--- config.mk ---
export PLATFORM = sky130hd
export DESIGN_NAME = bnvm_host
export DESIGN_NICKNAME = d
export VERILOG_FILES = /design/src/bnvm_pkg.sv /design/src/bnvm_timer_if.sv /design/src/bnvm_host.sv /design/src/bnvm_timer.sv
export SDC_FILE = /design/constraint.sdc
export NUM_CORES = 1
export LEC_CHECK = 0
export ABC_AREA = 1
export BUFFER_PORTS_ARGS = -buffer_cell sky130_fd_sc_hd__buf_2
export CAP_MARGIN = 20
export CORE_MARGIN = 8
export CORE_UTILIZATION = 50
export DETAILED_ROUTE_END_ITERATION = 6
export PLACE_DENSITY = 0.84
export SLEW_MARGIN = 20
export SYNTH_ARGS = -nofsm -noshare
export SYNTH_HDL_FRONTEND = slang
export SYNTH_HIERARCHICAL = 1
export SYNTH_SLANG_ARGS = --single-unit
--- constraint.sdc ---
create_clock -name clk -period 2.72 [get_ports clk]
set_clock_uncertainty 0.05 [all_clocks]
set_input_delay 0.408 -clock clk [delete_from_list [all_inputs] [get_ports clk]]
set_output_delay 0.408 -clock clk [all_outputs]
set_load 0.05 [all_outputs]
--- src/bnvm_pkg.sv ---
// Package for the bytewide nonvolatile memory host controller
package bnvm_pkg;
    localparam int ADDR_W = 13;
    localparam int DATA_W = 8;
    localparam int CLK_PERIOD_NS = 100;
    localparam int ACCESS_TIME_NS = 70;
    localparam int PRECHARGE_MIN_TIME_NS = 130;
    localparam int CE_LOW_MAX_NS = 10000;
    localparam int ACCESS_CYC = (ACCESS_TIME_NS + CLK_PERIOD_NS - 1) / CLK_PERIOD_NS;
    localparam int PRECHARGE_CYC = (PRECHARGE_MIN_TIME_NS + CLK_PERIOD_NS - 1) / CLK_PERIOD_NS;
    localparam int CE_LOW_MAX_CYC = CE_LOW_MAX_NS / CLK_PERIOD_NS;
    localparam int CNT_W = 8;
    localparam logic [CNT_W-1:0] CNT_RESET = 8'h00;
    typedef enum logic [2:0] {ST_IDLE, ST_SETUP, ST_ACCESS, ST_END, ST_PRECHARGE} bnvm_state_e;
endpackage : bnvm_pkg

--- src/bnvm_timer_if.sv ---
// Handshake between the sequencer and its cycle timer
`timescale 1ns/1ps
interface bnvm_timer_if;
    import bnvm_pkg::*;
    logic             load;
    logic [CNT_W-1:0] count;
    logic             done;
    modport ctrl (output load, output count, input done);
    modport tmr  (input load, input count, output done);
endinterface : bnvm_timer_if

--- src/bnvm_host.sv ---
// Host controller driving a bytewide nonvolatile memory over its pins
// Operation
// - Host holds strobes low for access time
// - Host holds write data stable through setup
// - Access then precharge, host holds precharge minimum
// - Host limits chip select low time
// - Host makes fresh chip-select fall per access
// - Host keeps chip select high in reset
// - Write strobe high during power cycles
`timescale 1ns/1ps
module bnvm_host
    import bnvm_pkg::*;
(
    input  wire logic                       clk,
    input  wire logic                       rst_b,
    input  wire logic                       req_valid,
    input  wire logic                       req_write,
    input  wire logic [bnvm_pkg::ADDR_W-1:0] req_addr,
    input  wire logic [bnvm_pkg::DATA_W-1:0] req_wdata,
    output logic                            req_ready,
    output logic                            rsp_valid,
    output logic [bnvm_pkg::DATA_W-1:0]     rsp_rdata,
    output logic [bnvm_pkg::ADDR_W-1:0]     byte_address_lines,
    output logic                            chip_sel_b,
    output logic                            write_strobe_b,
    output logic                            out_drive_b,
    input  wire logic [bnvm_pkg::DATA_W-1:0] data_lines_in,
    output logic [bnvm_pkg::DATA_W-1:0]     data_lines_out,
    output logic                            data_lines_oe_b
);
    import bnvm_pkg::*;

    // ----------------------------------------
    // Sequencer state
    // ----------------------------------------
    bnvm_state_e       state_q, state_d;
    logic              write_q;
    logic              req_ready_q, rsp_valid_q;
    logic [DATA_W-1:0] rdata_q;
    logic [ADDR_W-1:0] addr_q;
    logic [DATA_W-1:0] wdata_q;
    logic              ce_b_q, we_b_q, oe_b_q, doe_b_q;
    bnvm_timer_if      tif ();

    bnvm_timer u_timer (
        .clk   (clk),
        .rst_b (rst_b),
        .tif   (tif)
    );

    wire take_req   = (state_q == ST_IDLE) && req_valid;
    wire access_end = (state_q == ST_ACCESS) && tif.done;
    wire pre_end    = (state_q == ST_PRECHARGE) && tif.done;

    // Same access count for read and write keeps timing identical
    // Loading the full access count keeps select low one cycle past the access
    // time, so read data has settled at the edge that samples it
    assign tif.load  = access_end || (state_q == ST_SETUP);
    assign tif.count = (state_q == ST_SETUP) ? CNT_W'(ACCESS_CYC) : CNT_W'(PRECHARGE_CYC - 1);

    always_comb
    begin
        state_d = state_q;
        case (state_q)
            ST_IDLE:      if (req_valid) state_d = ST_SETUP;
            ST_SETUP:     state_d = ST_ACCESS;
            ST_ACCESS:    if (tif.done) state_d = ST_PRECHARGE;
            ST_PRECHARGE: if (tif.done) state_d = ST_IDLE;
            default:      state_d = ST_IDLE;
        endcase
    end

    // ----------------------------------------
    // Registers
    // ----------------------------------------
    always_ff @(posedge clk or negedge rst_b)
    begin
        if (!rst_b)
            state_q <= ST_IDLE;
        else
            state_q <= state_d;
    end

    // Address and data are set up a cycle before chip select falls
    always_ff @(posedge clk or negedge rst_b)
    begin
        if (!rst_b)
        begin
            addr_q  <= '0;
            wdata_q <= '0;
            write_q <= 1'b0;
        end
        else if (take_req)
        begin
            addr_q  <= req_addr;
            wdata_q <= req_wdata;
            write_q <= req_write;
        end
    end

    // Chip select high in reset and idle; one fall per access
    always_ff @(posedge clk or negedge rst_b)
    begin
        if (!rst_b)
            ce_b_q <= 1'b1;
        else if (state_q == ST_SETUP)
            ce_b_q <= 1'b0;
        else if (access_end)
            ce_b_q <= 1'b1;
    end

    // Write strobe falls with chip select: chip-select controlled write
    always_ff @(posedge clk or negedge rst_b)
    begin
        if (!rst_b)
            we_b_q <= 1'b1;
        else if (state_q == ST_SETUP)
            we_b_q <= !write_q;
        else if (access_end)
            we_b_q <= 1'b1;
    end

    // Output drive only for reads; data bus driven only for writes
    always_ff @(posedge clk or negedge rst_b)
    begin
        if (!rst_b)
        begin
            oe_b_q  <= 1'b1;
            doe_b_q <= 1'b1;
        end
        else if (state_q == ST_SETUP)
        begin
            oe_b_q  <= write_q;
            doe_b_q <= !write_q;
        end
        else if (access_end)
        begin
            oe_b_q  <= 1'b1;
            doe_b_q <= 1'b1;
        end
    end

    // Read data sampled at the end of access; no polling after writes
    always_ff @(posedge clk or negedge rst_b)
    begin
        if (!rst_b)
        begin
            rdata_q     <= '0;
            rsp_valid_q <= 1'b0;
            req_ready_q <= 1'b0;
        end
        else
        begin
            rsp_valid_q <= access_end;
            req_ready_q <= (state_d == ST_IDLE);
            if (access_end && !write_q)
                rdata_q <= data_lines_in;
        end
    end

    assign req_ready          = req_ready_q;
    assign rsp_valid          = rsp_valid_q;
    assign rsp_rdata          = rdata_q;
    assign byte_address_lines = addr_q;
    assign chip_sel_b         = ce_b_q;
    assign write_strobe_b     = we_b_q;
    assign out_drive_b        = oe_b_q;
    assign data_lines_out     = wdata_q;
    assign data_lines_oe_b    = doe_b_q;
endmodule : bnvm_host

--- src/bnvm_timer.sv ---
// Down counter that times access and precharge phases
`timescale 1ns/1ps
module bnvm_timer
    import bnvm_pkg::*;
(
    input  wire logic  clk,
    input  wire logic  rst_b,
    bnvm_timer_if.tmr  tif
);
    logic [CNT_W-1:0] cnt_q;

    always_ff @(posedge clk or negedge rst_b)
    begin
        if (!rst_b)
            cnt_q <= CNT_RESET;
        else if (tif.load)
            cnt_q <= tif.count;
        else if (cnt_q != CNT_RESET)
            cnt_q <= cnt_q - 8'h01;
    end

    // Done depends on the count alone: the sequencer builds its load from done,
    // so gating done with load would close a combinational loop
    assign tif.done = (cnt_q == CNT_RESET);
endmodule : bnvm_timer

==> insert_results.sql <==
INSERT INTO impl_metrics (metric_group, metric, value, unit) VALUES
('power_and_ir_drop', 'power.combinational.fraction', '0.519', ''),
('setup_path', 'critPathArrivalTime', '2.41', 'ns'),
('clocking', 'cts_buffers', '5', ''),
('logic_synthesis', 'asyncSetResetFlopFracSynth', '1.00', ''),
('timing', 'maxSlewViolCount', '0', ''),
('setup_path', 'timing.critical_path.max_delay_family', 'simple AND/OR/NAND/NOR gates', ''),
('timing', 'rsz0062_at_grt', 'false', ''),
('global_routing', 'grt_max_degree', '47', ''),
('power_and_ir_drop', 'vdd.ir_drop.worst', '0.000694', 'V'),
('setup_path', 'end_kind', 'flip-flop', ''),
('global_routing', 'global_route.usage.total', '0.147', ''),
('drt', 'wl_per_cell', '11.9', 'µm'),
('power_and_ir_drop', 'p_clk_frac', '0.135', ''),
('finish', 'final_core_util', '0.639', ''),
('finish', 'relative_area_change_from_synthesis_to_final_layout', '24.2', '%'),
('logic_synthesis', 'share_of_the_yosys_chip_area_belonging_to_registers', '0.570', ''),
('finish', 'final_nets', '353', ''),
('floorplan', 'fp.dieH', '79.7', 'µm'),
('setup_path', 'crit_path_max_incr_delay', '0.37', 'ns'),
('drt', 'iteration_count_of_the_initial_detailed_routing_pass', '5', ''),
('floorplan', 'die_width', '79.7', 'µm'),
('finish', 'fin_cells', '370', ''),
('clocking', 'clock-root-buffer', 'sky130_fd_sc_hd__clkbuf_8', ''),
('power_and_ir_drop', 'sw_frac_of_total', '0.513', ''),
('floorplan', 'die_outline_area', '0.00635', 'mm²'),
('clocking', 'cts_resized', '0', ''),
('drt', 'detail_route.vias_per_cell', '4.69', ''),
('logic_synthesis', 'yosysUniqueCellTypes', '25', ''),
('finish', 'layout-drive-gt1-share', '0.297', ''),
('clocking', 'htree_num_levels', '2', ''),
('timing', 'hold_viol', '0', ''),
('setup_path', 'timing.critical_path.mode_cell', 'sky130_fd_sc_hd__inv_1', ''),
('setup_path', 'setup.worst_path.start_class', 'flip-flop', ''),
('drt', 'remaining_drc_errors', '0', ''),
('floorplan', 'area_of_the_core_region', '0.00394', 'mm²'),
('global_routing', 'grt_first_pass_wirelength', '7430', 'µm'),
('floorplan', 'initial_utilization', '0.514', ''),
('floorplan', 'rows', '23', ''),
('clocking', 'postCtsSetupBuffers', '0', ''),
('logic_synthesis', 'yosys_warnings', '6', ''),
('global_routing', 'remaining_global_route_overflow', '0', ''),
('logic_synthesis', 'synth-edff-count', '0', ''),
('finish', 'num_antenna_cells', '0', ''),
('placement', 'dp.final_hpwl', '3250', 'µm'),
('global_routing', 'grt_pass1_vias', '1693', ''),
('setup_path', 'critical_path_required', '2.90', 'ns'),
('finish', 'final_common_cell', 'sky130_fd_sc_hd__nand2_1', ''),
('timing', 'maxSlewHeadroom', '0.625', ''),
('timing', 'min_period_over_period', '0.821', ''),
('flow_run', 'maxCapViolCount', '0', ''),
('logic_synthesis', 'synth_top_area_frac', '0.531', ''),
('logic_synthesis', 'ys_ff_latch', '46', ''),
('drt', 'dr_total_vias', '1737', ''),
('status', 'run_status', 'finished clean', ''),
('finish', 'commonest_non_fill_non_tap_cells_in_the_layout', '126 x sky130_fd_sc_hd__nand2_1, 66 x sky130_fd_sc_hd__buf_2, 43 x sky130_fd_sc_hd__dfrtp_1, 15 x sky130_fd_sc_hd__nand3_1', ''),
('clocking', 'worst_skew_pair.late_latency', '0.30', 'ns'),
('timing', 'worst-slew-pin-transition', '0.562', 'ns'),
('floorplan', 'i_o_pin_cnt', '68', ''),
('clocking', 'clk_path_buf_depth', '2', ''),
('setup_path', 'critical_path_buf_inv_count', '3', ''),
('logic_synthesis', 'synth_area_leader_cell', 'sky130_fd_sc_hd__dfrtp_1', ''),
('setup_path', 'path_cells', 'inv_1 > ha_1 > nand2_2 > nor2_4 > inv_1 > nor2_1 > nand2_1 > nand2_1 > inv_1 > nand2_4 > a21boi_1', ''),
('setup_path', 'timing.critical_path.fanout_max', '12', ''),
('hold_path', 'worst_hold_path_type', 'input port to async pin', ''),
('timing', 'post-route-min-period', '2.23', 'ns'),
('clocking', 'worst_setup_hold_path_clk_slew', '0.09', 'ns'),
('placement', 'port_buffers', '67', ''),
('timing', 'tns', '0', 'ns'),
('drt', 'sum_of_routed_wire_length_over_all_layers', '4420', 'µm'),
('placement', 'total_instance_count_after_detailed_placement', '362', ''),
('timing', 'maxClockFrequency', '448', 'MHz');
worst reg2reg max path: cells and delay by family (launching register included):
kind / cells / cell delay, ns
compound gates: 1 / 0.16
flops: 1 / 0.37
fa+ha+maj: 1 / 0.28
buf+inv: 3 / 0.35
simple gates: 6 / 0.96
Yosys cell counts (2+ instances only):
library cell and n:
sky130_fd_sc_hd__buf_2 3, sky130_fd_sc_hd__dfrtp_1 43, sky130_fd_sc_hd__dfstp_2 3, sky130_fd_sc_hd__nor2_2 4, sky130_fd_sc_hd__o21ai_0 2, sky130_fd_sc_hd__nor2_4 2
sky130_fd_sc_hd__inv_2 3, sky130_fd_sc_hd__nand2_2 2, sky130_fd_sc_hd__nand3_1 15, sky130_fd_sc_hd__nand2_1 126, sky130_fd_sc_hd__o21ai_2 3, sky130_fd_sc_hd__buf_6 2
sky130_fd_sc_hd__inv_1 12, sky130_fd_sc_hd__nor2_1 12, sky130_fd_sc_hd__conb_1 2
registers in the layout, summed over array words and instances (netlist names):
| register | flops |
|---|---|
| write_q | 1 |
| out_drive_b | 1 |
| rsp_rdata | 8 |
| byte_address_lines | 13 |
| chip_sel_b | 1 |
| state_q | 3 |
| req_ready | 1 |
| u_timer/cnt_q | 8 |
| rsp_valid | 1 |
| write_strobe_b | 1 |
| data_lines_out | 8 |
kinds of logic after synthesis:
family,Yosys count,synth area share
and+or+nand+nor,164,0.336
buffers and inverters,22,0.0518
xor gates and xnor gates,2,0.00864
other,2,0.00371
DFF,46,0.570
AOI/OAI and AO/OA,7,0.0241
adders and majority gates,1,0.00617
path summary, 6_finish.rpt:
| kind | from | end | slack, ns | cells after the start |
|---|---|---|---|---|
| setup / recovery | u_timer/cnt_q[0] | u_timer/cnt_q[4] | 0.49 | 11 |
| hold / removal | rst_b | u_timer/cnt_q[5] | 0.05 | 1 |
| setup reg to reg | u_timer/cnt_q[0] | u_timer/cnt_q[4] | 0.49 | 11 |
| hold reg to reg | rsp_rdata[0] | rsp_rdata[0] | 0.42 | 2 |
| max in group asynchronous | rst_b | req_ready | 2.18 | 1 |
| min in group clk | req_wdata[3] | data_lines_out[3] | 0.25 | 3 |
per-layer routing:
layer,part of all wire,GRT usage
met4,0.0086,0.0389
met3,0.078,0.0642
met5,0,0
met1,0.44,0.175
met2,0.47,0.234
metrics by stage:
stage	setup slack, ns	hold WS, ns	area [µm²]	total power, mW
after CTS	0.473	0.237	2510	3.37
after global placement	0.618	0.399	2410	2.86
after global routing	0.202	0.0868	2520	3.57
after floorplan	0.878	0.0624	2050	2.52
after detailed placement	0.498	0.404	2410	2.90
final	0.487	0.0457	2520	3.34
final cells by class:
| cell class | count | area (µm²) | share of cell area |
|---|---|---|---|
| Tap cell | 50 | 62.6 | 0.0249 |
| Clock buffer | 7 | 96.3 | 0.0383 |
| Sequential cell | 46 | 1150 | 0.459 |
| Inverter | 16 | 60.1 | 0.0239 |
| Timing Repair Buffer | 68 | 345 | 0.137 |
| Clock inverter | 1 | 8.76 | 0.00348 |
| Multi-Input combinational cell | 182 | 790 | 0.314 |
power by group through the flow:
stage / clock [mW] / combinational (mW) / sequential, mW
final: 0.450 / 1.73 / 1.16
after global routing: 0.497 / 1.88 / 1.19
after CTS: 0.470 / 1.75 / 1.15
after detailed placement: 0 / 1.75 / 1.16
after global placement: 0 / 1.70 / 1.16
after floorplan: 0 / 0.668 / 1.85
Power figures use the tool's default switching activity.
